`src/design/asp_pkg.sv`:
```
// Constants shared by the asynchronous serial port design
package asp_pkg;
    // ====
    // Sizes
    localparam int DATA_W = 8;
    localparam int FIFO_DEPTH = 16;
    localparam int ADDR_W = 3;
    localparam int REG_W = 16;
    localparam int CFG_W = 11;
    localparam int ST_W = 6;
    // ====
    // Register offsets
    localparam logic [ADDR_W-1:0] OFS_DATA = 3'h0;
    localparam logic [ADDR_W-1:0] OFS_DIV = 3'h1;
    localparam logic [ADDR_W-1:0] OFS_CFG = 3'h2;
    localparam logic [ADDR_W-1:0] OFS_STAT = 3'h3;
    localparam logic [ADDR_W-1:0] OFS_MASK = 3'h4;
    localparam logic [ADDR_W-1:0] OFS_DIAG = 3'h5;
    localparam logic [ADDR_W-1:0] OFS_LEVEL = 3'h6;
    // ====
    // Configuration fields
    localparam int CFG_LEN_LO = 0;
    localparam int CFG_STOP2 = 2;
    localparam int CFG_PEN = 3;
    localparam int CFG_EVEN = 4;
    localparam int CFG_BRK = 5;
    localparam int CFG_LOOP = 6;
    localparam int CFG_FIFO = 7;
    localparam int CFG_TRIG_LO = 8;
    localparam int CFG_AFC = 10;
    // ====
    // Status, mask and diagnostic bits
    localparam int ST_RX = 0;
    localparam int ST_TX = 1;
    localparam int ST_PE = 2;
    localparam int ST_FE = 3;
    localparam int ST_OE = 4;
    localparam int ST_BI = 5;
    localparam logic [ST_W-1:0] DIAG_MASK = 6'h3C;
    // ====
    // Reset values
    localparam logic [REG_W-1:0] DIV_RST = 16'h0001;
    localparam logic [CFG_W-1:0] CFG_RST = 11'h083;
    localparam logic [ST_W-1:0] MASK_RST = 6'h00;
    // ====
    // Bit timing in sixteenth-bit ticks
    localparam int OVS = 16;
    localparam logic [3:0] MID_PH = 4'h7;
    localparam logic [3:0] END_PH = 4'hF;
    localparam logic [4:0] STOP1_LAST = 5'h0F;
    localparam logic [4:0] STOP15_LAST = 5'h17;
    localparam logic [4:0] STOP2_LAST = 5'h1F;
    // Trigger levels of the receive queue
    localparam logic [4:0] TRIG_1 = 5'h01;
    localparam logic [4:0] TRIG_4 = 5'h04;
    localparam logic [4:0] TRIG_8 = 5'h08;
    localparam logic [4:0] TRIG_14 = 5'h0E;
endpackage : asp_pkg

```
`src/design/asp_top.sv`:
```
// Asynchronous serial transceiver with queues, flow control and diagnostics
// Operation
// - Converts between serial bits and parallel characters.
// - Baud divisor 1 to 65535 sets bit timing.
// - Five to eight data bits, both directions.
// - Even, odd or no parity; sent and checked.
// - One, one and a half or two stop bits.
// - Separate sixteen-byte transmit and receive queues.
// - Queues may be bypassed for single-character holding.
// - Receive threshold of 1, 4, 8 or 14 bytes.
// - Separate DMA requests for receive data and transmit space.
// - Receive and transmit interrupts, each individually enabled.
// - Start bit high at mid-bit is noise.
// - Transmit break on command; receiver flags break.
// - Loopback feeds transmit output to the receiver.
// - Software forces break, parity, overrun and framing flags.
// - Autoflow: hold transmit while CTS inactive; RTS inactive at threshold.
// - Fastest bit rate is clock over sixteen.
// - Start and data bits each last one baud period.
`timescale 1ns/1ps
module asp_top
    import asp_pkg::*;
#(
    parameter int DEPTH = FIFO_DEPTH
) (
    input wire logic MCLK_I,
    input wire logic RESET_I,
    input wire logic [ADDR_W-1:0] ADDR_I,
    input wire logic [REG_W-1:0] WDATA_I,
    input wire logic WR_I,
    input wire logic RD_I,
    output logic [REG_W-1:0] RDATA_O,
    input wire logic RXD_I,
    output logic TXD_O,
    input wire logic CTS_N_I,
    output logic RTS_N_O,
    output logic IRQ_O,
    output logic RX_DMA_REQ_O,
    output logic TX_DMA_REQ_O
);
    localparam int CW = $clog2(DEPTH + 1);

    if (DEPTH < 16) begin : g_chk
        $error("asp_top: DEPTH must hold at least 16 characters");
    end

    // ====
    // Helpers
    function automatic logic par_bit(input logic [7:0] d, input logic even);
        return even ? ^d : ~^d;
    endfunction : par_bit

    // Bits enter at the top; short characters shift right
    function automatic logic [7:0] align(input logic [7:0] sh, input logic [1:0] len);
        return sh >> (2'd3 - len);
    endfunction : align

    function automatic logic [CW-1:0] trig_level(input logic [1:0] sel, input logic fen);
        logic [4:0] t;
        t = TRIG_1;
        if (fen) begin
            unique case (sel)
                2'd0: t = TRIG_1;
                2'd1: t = TRIG_4;
                2'd2: t = TRIG_8;
                2'd3: t = TRIG_14;
            endcase
        end
        return CW'(t);
    endfunction : trig_level

    // ====
    // Registers
    logic [REG_W-1:0] div_q;
    logic [CFG_W-1:0] cfg_q;
    logic [ST_W-1:0] stat_q;
    logic [ST_W-1:0] stat_d;
    logic [ST_W-1:0] mask_q;
    logic [REG_W-1:0] rdata_q;
    logic irq_q;
    logic rts_n_q;
    logic rx_dma_q;
    logic tx_dma_q;
    logic txo_q;

    wire [1:0] len = cfg_q[CFG_LEN_LO+:2];
    wire [2:0] nbit_m1 = {1'b1, len};
    wire pen = cfg_q[CFG_PEN];
    wire even = cfg_q[CFG_EVEN];
    wire fen = cfg_q[CFG_FIFO];
    wire afc = cfg_q[CFG_AFC];
    wire loop = cfg_q[CFG_LOOP];
    wire [CW-1:0] lim = fen ? CW'(DEPTH) : CW'(1);
    wire [CW-1:0] trig = trig_level(cfg_q[CFG_TRIG_LO+:2], fen);

    wire wr_data = WR_I && (ADDR_I == OFS_DATA);
    wire wr_div = WR_I && (ADDR_I == OFS_DIV);
    wire wr_cfg = WR_I && (ADDR_I == OFS_CFG);
    wire wr_stat = WR_I && (ADDR_I == OFS_STAT);
    wire wr_mask = WR_I && (ADDR_I == OFS_MASK);
    wire wr_diag = WR_I && (ADDR_I == OFS_DIAG);
    wire rd_data = RD_I && (ADDR_I == OFS_DATA);

    // ====
    // Pin synchronisers
    logic rxd_s1_q;
    logic rxd_s2_q;
    logic cts_s1_q;
    logic cts_s2_q;
    always_ff @(posedge MCLK_I) begin
        if (RESET_I) begin
            rxd_s1_q <= 1'b1;
            rxd_s2_q <= 1'b1;
            cts_s1_q <= 1'b1;
            cts_s2_q <= 1'b1;
        end else begin
            rxd_s1_q <= RXD_I;
            rxd_s2_q <= rxd_s1_q;
            cts_s1_q <= CTS_N_I;
            cts_s2_q <= cts_s1_q;
        end
    end

    // ====
    // Baud tick, one per sixteenth of a bit
    logic [REG_W-1:0] div_cnt_q;
    // Divisor zero runs as one
    wire [REG_W-1:0] div_eff = (div_q == '0) ? DIV_RST : div_q;
    wire tick = div_cnt_q >= (div_eff - DIV_RST);
    always_ff @(posedge MCLK_I) begin
        if (RESET_I || tick) begin
            div_cnt_q <= '0;
        end else begin
            div_cnt_q <= div_cnt_q + DIV_RST;
        end
    end

    // ====
    // Queues
    logic txf_ready;
    logic txf_valid;
    logic [7:0] txf_data;
    logic [CW-1:0] tx_cnt;
    logic tx_pop;
    logic rxf_ready;
    logic rxf_valid;
    logic [7:0] rxf_data;
    logic [CW-1:0] rx_cnt;
    logic rx_push;
    logic [7:0] rx_char;

    asp_fifo #(.W(DATA_W), .DEPTH(DEPTH)) u_txq (
        .clk_i(MCLK_I),
        .rst_i(RESET_I),
        .lim_i(lim),
        .in_valid_i(wr_data),
        .in_ready_o(txf_ready),
        .in_data_i(WDATA_I[7:0]),
        .out_valid_o(txf_valid),
        .out_ready_i(tx_pop),
        .out_data_o(txf_data),
        .count_o(tx_cnt)
    );

    asp_fifo #(.W(DATA_W), .DEPTH(DEPTH)) u_rxq (
        .clk_i(MCLK_I),
        .rst_i(RESET_I),
        .lim_i(lim),
        .in_valid_i(rx_push),
        .in_ready_o(rxf_ready),
        .in_data_i(rx_char),
        .out_valid_o(rxf_valid),
        .out_ready_i(rd_data),
        .out_data_o(rxf_data),
        .count_o(rx_cnt)
    );

    // ====
    // Transmitter
    typedef enum logic [2:0] {TX_IDLE, TX_START, TX_DATA, TX_PAR, TX_STOP} asp_tx_e;
    asp_tx_e tx_st_q;
    asp_tx_e tx_st_d;
    logic [4:0] tx_ph_q;
    logic [4:0] tx_ph_d;
    logic [2:0] tx_bit_q;
    logic [2:0] tx_bit_d;
    logic [7:0] tx_sh_q;
    logic [7:0] tx_sh_d;
    logic tx_par_q;
    logic tx_par_d;
    logic txd_d;
    logic line_q;

    wire flow_ok = !afc || !cts_s2_q;
    wire [4:0] stop_last = !cfg_q[CFG_STOP2] ? STOP1_LAST :
                           (len == 2'd0) ? STOP15_LAST : STOP2_LAST;
    wire tx_end = tick && (tx_ph_q == {1'b0, END_PH});

    always_comb begin
        tx_st_d = tx_st_q;
        tx_ph_d = tick ? tx_ph_q + 5'h01 : tx_ph_q;
        tx_bit_d = tx_bit_q;
        tx_sh_d = tx_sh_q;
        tx_par_d = tx_par_q;
        tx_pop = 1'b0;
        txd_d = 1'b1;
        unique case (tx_st_q)
            TX_IDLE: begin
                tx_ph_d = '0;
                // Start on a tick so every bit is sixteen ticks
                if (tick && txf_valid && flow_ok) begin
                    tx_pop = 1'b1;
                    tx_sh_d = txf_data;
                    tx_par_d = par_bit(txf_data & (8'hFF >> (2'd3 - len)), even);
                    tx_bit_d = '0;
                    tx_st_d = TX_START;
                end
            end
            TX_START: begin
                txd_d = 1'b0;
                if (tx_end) begin
                    tx_ph_d = '0;
                    tx_st_d = TX_DATA;
                end
            end
            TX_DATA: begin
                txd_d = tx_sh_q[0];
                if (tx_end) begin
                    tx_ph_d = '0;
                    tx_sh_d = {1'b0, tx_sh_q[7:1]};
                    tx_bit_d = tx_bit_q + 3'd1;
                    if (tx_bit_q == nbit_m1) begin
                        tx_st_d = pen ? TX_PAR : TX_STOP;
                    end
                end
            end
            TX_PAR: begin
                txd_d = tx_par_q;
                if (tx_end) begin
                    tx_ph_d = '0;
                    tx_st_d = TX_STOP;
                end
            end
            TX_STOP: begin
                if (tick && (tx_ph_q == stop_last)) begin
                    tx_ph_d = '0;
                    tx_st_d = TX_IDLE;
                end
            end
        endcase
    end

    always_ff @(posedge MCLK_I) begin
        if (RESET_I) begin
            tx_st_q <= TX_IDLE;
            tx_ph_q <= '0;
            tx_bit_q <= '0;
            tx_sh_q <= '0;
            tx_par_q <= 1'b0;
            line_q <= 1'b1;
            txo_q <= 1'b1;
        end else begin
            tx_st_q <= tx_st_d;
            tx_ph_q <= tx_ph_d;
            tx_bit_q <= tx_bit_d;
            tx_sh_q <= tx_sh_d;
            tx_par_q <= tx_par_d;
            line_q <= txd_d && !cfg_q[CFG_BRK];
            txo_q <= loop || (txd_d && !cfg_q[CFG_BRK]);
        end
    end

    // ====
    // Receiver
    typedef enum logic [2:0] {RX_IDLE, RX_START, RX_DATA, RX_PAR, RX_STOP, RX_BRK} asp_rx_e;
    asp_rx_e rx_st_q;
    asp_rx_e rx_st_d;
    logic [3:0] rx_ph_q;
    logic [3:0] rx_ph_d;
    logic [2:0] rx_bit_q;
    logic [2:0] rx_bit_d;
    logic [7:0] rx_sh_q;
    logic [7:0] rx_sh_d;
    logic rx_pb_q;
    logic rx_pb_d;
    logic pe_evt;
    logic fe_evt;
    logic bi_evt;

    wire rx_in = loop ? line_q : rxd_s2_q;
    wire rx_mid = tick && (rx_ph_q == END_PH);
    assign rx_char = align(rx_sh_q, len);

    always_comb begin
        rx_st_d = rx_st_q;
        rx_ph_d = tick ? rx_ph_q + 4'h1 : rx_ph_q;
        rx_bit_d = rx_bit_q;
        rx_sh_d = rx_sh_q;
        rx_pb_d = rx_pb_q;
        rx_push = 1'b0;
        pe_evt = 1'b0;
        fe_evt = 1'b0;
        bi_evt = 1'b0;
        unique case (rx_st_q)
            RX_IDLE: begin
                rx_ph_d = '0;
                if (tick && !rx_in) begin
                    rx_st_d = RX_START;
                end
            end
            RX_START: begin
                if (tick && (rx_ph_q == MID_PH)) begin
                    rx_ph_d = '0;
                    rx_bit_d = '0;
                    rx_pb_d = 1'b0;
                    rx_st_d = rx_in ? RX_IDLE : RX_DATA;
                end
            end
            RX_DATA: begin
                // Sixteen ticks after the start midpoint lands on each bit centre
                if (rx_mid) begin
                    rx_sh_d = {rx_in, rx_sh_q[7:1]};
                    rx_bit_d = rx_bit_q + 3'd1;
                    if (rx_bit_q == nbit_m1) begin
                        rx_st_d = pen ? RX_PAR : RX_STOP;
                    end
                end
            end
            RX_PAR: begin
                if (rx_mid) begin
                    rx_pb_d = rx_in;
                    pe_evt = rx_in != par_bit(rx_char, even);
                    rx_st_d = RX_STOP;
                end
            end
            RX_STOP: begin
                if (rx_mid) begin
                    rx_push = 1'b1;
                    fe_evt = !rx_in;
                    bi_evt = !rx_in && (rx_char == 8'h00) && !rx_pb_q;
                    rx_st_d = bi_evt ? RX_BRK : RX_IDLE;
                end
            end
            RX_BRK: begin
                // Wait for the break to end
                if (rx_in) begin
                    rx_st_d = RX_IDLE;
                end
            end
            default: begin
                rx_st_d = RX_IDLE;
            end
        endcase
    end

    always_ff @(posedge MCLK_I) begin
        if (RESET_I) begin
            rx_st_q <= RX_IDLE;
            rx_ph_q <= '0;
            rx_bit_q <= '0;
            rx_sh_q <= '0;
            rx_pb_q <= 1'b0;
        end else begin
            rx_st_q <= rx_st_d;
            rx_ph_q <= rx_ph_d;
            rx_bit_q <= rx_bit_d;
            rx_sh_q <= rx_sh_d;
            rx_pb_q <= rx_pb_d;
        end
    end

    // ====
    // Status, interrupt, DMA and flow outputs
    wire [ST_W-1:0] ev;
    assign ev[ST_RX] = rx_push && rxf_ready;
    assign ev[ST_TX] = tx_pop;
    assign ev[ST_PE] = pe_evt;
    assign ev[ST_FE] = fe_evt && !bi_evt;
    assign ev[ST_OE] = rx_push && !rxf_ready; // New character lost
    assign ev[ST_BI] = bi_evt;
    wire [ST_W-1:0] diag_set = wr_diag ? (WDATA_I[ST_W-1:0] & DIAG_MASK) : '0;
    wire [ST_W-1:0] stat_clr = wr_stat ? WDATA_I[ST_W-1:0] : '0;
    // Events win over a same-cycle clear
    assign stat_d = (stat_q & ~stat_clr) | ev | diag_set;

    always_ff @(posedge MCLK_I) begin
        if (RESET_I) begin
            stat_q <= '0;
            irq_q <= 1'b0;
            rts_n_q <= 1'b1;
            rx_dma_q <= 1'b0;
            tx_dma_q <= 1'b0;
        end else begin
            stat_q <= stat_d;
            irq_q <= |(stat_q & mask_q);
            rts_n_q <= afc && (rx_cnt >= trig);
            rx_dma_q <= rx_cnt >= trig;
            tx_dma_q <= txf_ready;
        end
    end

    // ====
    // Register port
    logic [REG_W-1:0] rd_mux;
    always_comb begin
        rd_mux = '0;
        unique case (ADDR_I)
            OFS_DATA: rd_mux = {8'h00, rxf_valid ? rxf_data : 8'h00};
            OFS_DIV: rd_mux = div_q;
            OFS_CFG: rd_mux = REG_W'(cfg_q);
            OFS_STAT: rd_mux = REG_W'(stat_q);
            OFS_MASK: rd_mux = REG_W'(mask_q);
            OFS_LEVEL: rd_mux = REG_W'({cts_s2_q, rts_n_q, 1'b0, tx_cnt, 3'b000, rx_cnt});
            default: rd_mux = '0;
        endcase
    end

    always_ff @(posedge MCLK_I) begin
        if (RESET_I) begin
            div_q <= DIV_RST;
            cfg_q <= CFG_RST;
            mask_q <= MASK_RST;
            rdata_q <= '0;
        end else begin
            if (wr_div) begin
                div_q <= WDATA_I;
            end
            if (wr_cfg) begin
                cfg_q <= WDATA_I[CFG_W-1:0];
            end
            if (wr_mask) begin
                mask_q <= WDATA_I[ST_W-1:0];
            end
            rdata_q <= RD_I ? rd_mux : '0;
        end
    end

    assign RDATA_O = rdata_q;
    assign TXD_O = txo_q;
    assign RTS_N_O = rts_n_q;
    assign IRQ_O = irq_q;
    assign RX_DMA_REQ_O = rx_dma_q;
    assign TX_DMA_REQ_O = tx_dma_q;
endmodule : asp_top

```
`src/design/asp_fifo.sv`:
```
// Character queue with a run-time fill limit
`timescale 1ns/1ps
module asp_fifo #(
    parameter int W = 8,
    parameter int DEPTH = 16,
    localparam int CW = $clog2(DEPTH + 1),
    localparam int AW = $clog2(DEPTH)
) (
    input wire logic clk_i,
    input wire logic rst_i,
    input wire logic [CW-1:0] lim_i,
    input wire logic in_valid_i,
    output logic in_ready_o,
    input wire logic [W-1:0] in_data_i,
    output logic out_valid_o,
    input wire logic out_ready_i,
    output logic [W-1:0] out_data_o,
    output logic [CW-1:0] count_o
);
    if ((DEPTH < 2) || ((DEPTH & (DEPTH - 1)) != 0)) begin : g_chk
        $error("asp_fifo: DEPTH must be a power of two of at least 2");
    end

    logic [W-1:0] mem [DEPTH];
    logic [AW-1:0] wr_q;
    logic [AW-1:0] rd_q;
    logic [CW-1:0] cnt_q;
    wire do_push = in_valid_i && in_ready_o;
    wire do_pop = out_valid_o && out_ready_i;

    // A limit of one gives single-character holding
    assign in_ready_o = cnt_q < lim_i;
    assign out_valid_o = cnt_q != '0;
    assign out_data_o = mem[rd_q];
    assign count_o = cnt_q;

    always_ff @(posedge clk_i) begin
        if (do_push) begin
            mem[wr_q] <= in_data_i;
        end
    end

    always_ff @(posedge clk_i) begin
        if (rst_i) begin
            wr_q <= '0;
            rd_q <= '0;
            cnt_q <= '0;
        end else begin
            wr_q <= wr_q + AW'(do_push);
            rd_q <= rd_q + AW'(do_pop);
            cnt_q <= cnt_q + CW'(do_push) - CW'(do_pop);
        end
    end
endmodule : asp_fifo

```
`config.mk`:
```
export PLATFORM = sky130hd
export DESIGN_NAME = asp_top
export DESIGN_NICKNAME = d
export VERILOG_FILES = /design/src/design/asp_pkg.sv /design/src/design/asp_top.sv /design/src/design/asp_fifo.sv
export SDC_FILE = /design/constraint.sdc
export NUM_CORES = 1
export LEC_CHECK = 0
export BUFFER_PORTS_ARGS = -buffer_cell sky130_fd_sc_hd__clkbuf_2
export CORE_ASPECT_RATIO = 1.75
export CORE_MARGIN = 2
export CORE_UTILIZATION = 56
export DETAILED_ROUTE_END_ITERATION = 6
export PLACE_DENSITY_LB_ADDON = 0.3
export SYNTH_ARGS = -nofsm -noshare
export SYNTH_HDL_FRONTEND = slang
export SYNTH_SLANG_ARGS = --single-unit
```
`constraint.sdc`:
```
create_clock -name MCLK_I -period 5.16 [get_ports MCLK_I]
set_clock_uncertainty 0.1 [all_clocks]
set_input_delay 1.032 -clock MCLK_I [delete_from_list [all_inputs] [get_ports MCLK_I]]
set_output_delay 1.032 -clock MCLK_I [all_outputs]
set_load 0.02 [all_outputs]
```
==> run metrics <==
Post-DP HPWL around 29 mm; worst-case vdd ir drop about 0.32 mV; register area share after synthesis 0.605; GPL Wtd Cong ~0.89; FF-to-FF End u_rxq.count_o[4]; vias per inst approximately 6.0; Worst Hold Depth 1; reg2reg path depth 24; Worst Hold End cts_s2_q; max_slew headroom 0.281; Post-synth EDFFs 256; Buffers on Ports 45; most frequent cells in the layout 256 x edfxtp_1, 147 x nor2_1, 144 x dfxtp_1, 111 x nand2_1, 70 x a21oi_1; DR iter-0 viols approximately 730; initial antenna violation count 1; pin count of the biggest net entering global routing 56; top_reg_cell synth edfxtp_1; commonest non-fill, non-tap cell in the layout edfxtp_1; largest area contributor in the netlist edfxtp_1; cells along the critical path nor4_1, nand2b_1, nor3_1, nor2_1, ha_1, nand2b_1, nand2b_1, nor4_4, nand2_1, xor2_1, ha_1, nand4_1, or2_2, o22a_1, nor2_1, and3_1, ha_1, inv_1, fa_1, nor2_1, nor2_1, nor2_1, or3_1, a21oi_1; Setup Viol. Count Final 0; PwrDens between 300 and 400 nW/um2; synthesized area per cell 13.0 um2; number of global-route vias before repair between 10,000 and 15,000; Worst setup SP type flop; First-pass DRT Iterations 5; CP Max Fanout 7; # diodes 0; Critical Path RT 5450 ps; Worst Path Arrival ~5000 ps; Post-Syn Area approximately 18,000 um2; GRT Util Overall 0.252; Slew @ Worst Pin roughly 1100 ps; Synth Area in Adders 0.0430; Crit. End Element flop; Placed Area 18,200 um2; Vias 10,900; synth top area cells edfxtp_1 44%, dfxtp_1 17%, mux4_2 7.7%; die area around 33,000 um2; Starting Density 0.569; total CTS buffers 36; compound-cell area share of the yosys netlist 0.0656; clock latency on the worst-skew pair 540 ps; Syn Inst Count around 1,300; Core Region approximately 31,000 um2; DIE WIDTH roughly 140 um; status complete, no violations; Clock Sink Count between 400 and 500; clock slew at reported path FFs about 70 ps; worst setup path class reg2reg; Leak Pwr 6.82 nW; TNS Setup 0 ps; drt total wl 40.0 mm; Antenna Violating Nets Remaining 0; R2R Setup Slk about 400 ps; Remaining DRCs 0; slowest stage delay, CP a little over 400 ps; largest family of logic cells by synthesized area multiplexers; CTS tree built; CP top delay family simple AND/OR/NAND/NOR gates; fmax 210 MHz; share of the synthesized area in the top cell type 0.438; layout cells sized above 1 0.148; global-route wire length before repair a little over 60 mm; final hold violation count 0; worst min-delay path class reg2reg; Yosys warnings 0; fraction of synthesized area in multiplexers 0.119; clk buf depth 3; final instance area slightly below 20,000 um2; XOR/XNOR share of the synthesized area 0.0344; Final Max Tran Viols 0; R2R Path Start div_q[10]; library cells used by synthesis 57; crit path max-delay cell type nor4_1; area delta synth->final 10.4%; H-tree Lvls 2; syn nets 1,429; Crit path top cell by count nor2_1; I/O pin count 46; asr flop ratio synth 0; # rows 85; root buf cell clkbuf_16; Vert. Die Dim 238 um; total gr overflow 0; simple-gate share of the synthesized area 0.109; WL/cell between 20 and 25 um; flops & latches, synth 402; min Tclk post-route 4760 ps; Max-cap violations 0; RSZ-0062 raised after global routing false; HP Start cts_s1_q; nets roughly 1,500; fin crit share 0.923; worst path bufs/invs 1
## worst max path at each step
stage                     startpoint          endpoint  slack, ps  cells after the start
final                      div_q[10]  u_rxq.count_o[4]        400                     24
after global routing       div_q[10]  u_rxq.count_o[4]          2                     24
after CTS                   div_q[3]  u_rxq.count_o[4]        300                     24
after detailed placement   div_q[10]  u_rxq.count_o[4]        370                     24
after global placement     div_q[10]  u_rxq.count_o[4]        460                     24
after floorplan             div_q[3]   u_rxq.mem[2][0]        310                     20
## registers in the layout (all words and copies together), names as in the netlist, 5 cells and up
signal	flops
u_txq.count_o	5
u_txq.mem	128
RDATA_O	16
u_rxq.count_o	5
rx_sh_q	8
cfg_q	11
tx_ph_q	5
div_cnt_q	16
stat_q	6
tx_sh_q	8
mask_q	6
u_rxq.mem	128
div_q	16
## worst register-to-register path: stages (launching register included)
cell,delay (ps)
dfxtp_1,380
nor4_1,410
nand2b_1,150
nor3_1,260
nor2_1,100
ha_1,210
nand2b_1,110
nand2b_1,200
nor4_4,70
nand2_1,100
xor2_1,70
ha_1,300
nand4_1,140
or2_2,320
o22a_1,280
nor2_1,160
and3_1,210
ha_1,180
inv_1,60
fa_1,390
nor2_1,110
nor2_1,50
nor2_1,110
or3_1,120
a21oi_1,60
## kinds of logic (layout without fill, tap and decap cells)
family,count (synthesis),after routing
XOR/XNOR,68,68
AO/OA/AOI/OAI,182,182
AND/OR/NAND/NOR,415,415
adder cells (fa/ha/maj),59,59
multiplexers,116,116
buffers and inverters,103,179
flip-flops,402,402
## synth_stat cells (12+ instances only)
library cell,n
nor2_1,147
a22oi_1,27
xnor2_1,42
nor2b_1,24
ha_1,57
clkbuf_1,46
edfxtp_1,256
nand3_1,27
o21ai_0,26
nand2b_1,14
nand4_1,12
mux4_2,60
nand2_1,111
dfxtp_1,146
inv_1,36
mux2i_1,40
nor3_1,22
xor2_1,25
a21oi_1,70
## power by group
part	switching [mW]	leakage (nW)	internal, mW	total, mW
clock network	1.16	0.551	1.46	2.62
registers	0.191	3.50	3.52	3.71
logic	0.690	2.77	0.589	1.28
## routing by layer
metal | part of all wire | global-route usage | vias up
met2 | 0.54 | 0.458 | 309
li1 | - | - | 5077
met5 | 0.00033 | 0 | -
met3 | 0.045 | 0.0321 | 95
met1 | 0.36 | 0.280 | 5371
met4 | 0.059 | 0.141 | 2
## area by class of cell
cell class | instances | area (um2)
multi-input combinational | 840 | 6510
inverter | 36 | 135
sequential | 402 | 10600
clock buffer | 43 | 937
tap | 391 | 489
fill | 2284 | 11500
timing repair buffer | 79 | 483
clock inverter | 21 | 199
## stage by stage
stage | util | std cells | hold slack, ps | setup WS (ps) | power [mW]
global placement | 0.591 | 1748 | 294 | 459 | 5.03
detailed placement | 0.591 | 1748 | 298 | 368 | 5.06
global route | 0.628 | 1812 | 334 | 1.72 | 7.93
CTS | 0.627 | 1812 | 316 | 305 | 7.65
floorplan | - | 1345 | 289 | 314 | 4.71
finish | 0.628 | 1812 | 307 | 397 | 7.61
## what timing repair did
item | CTS | global route
hold buffers | 0 | 0
buffers inserted | 0 | 0
endpoints found under the hold margin | 0 | 0
gates resized for setup | 0 | 2
setup endpoints to repair | 0 | 2
Power figures use the tool's default switching activity.
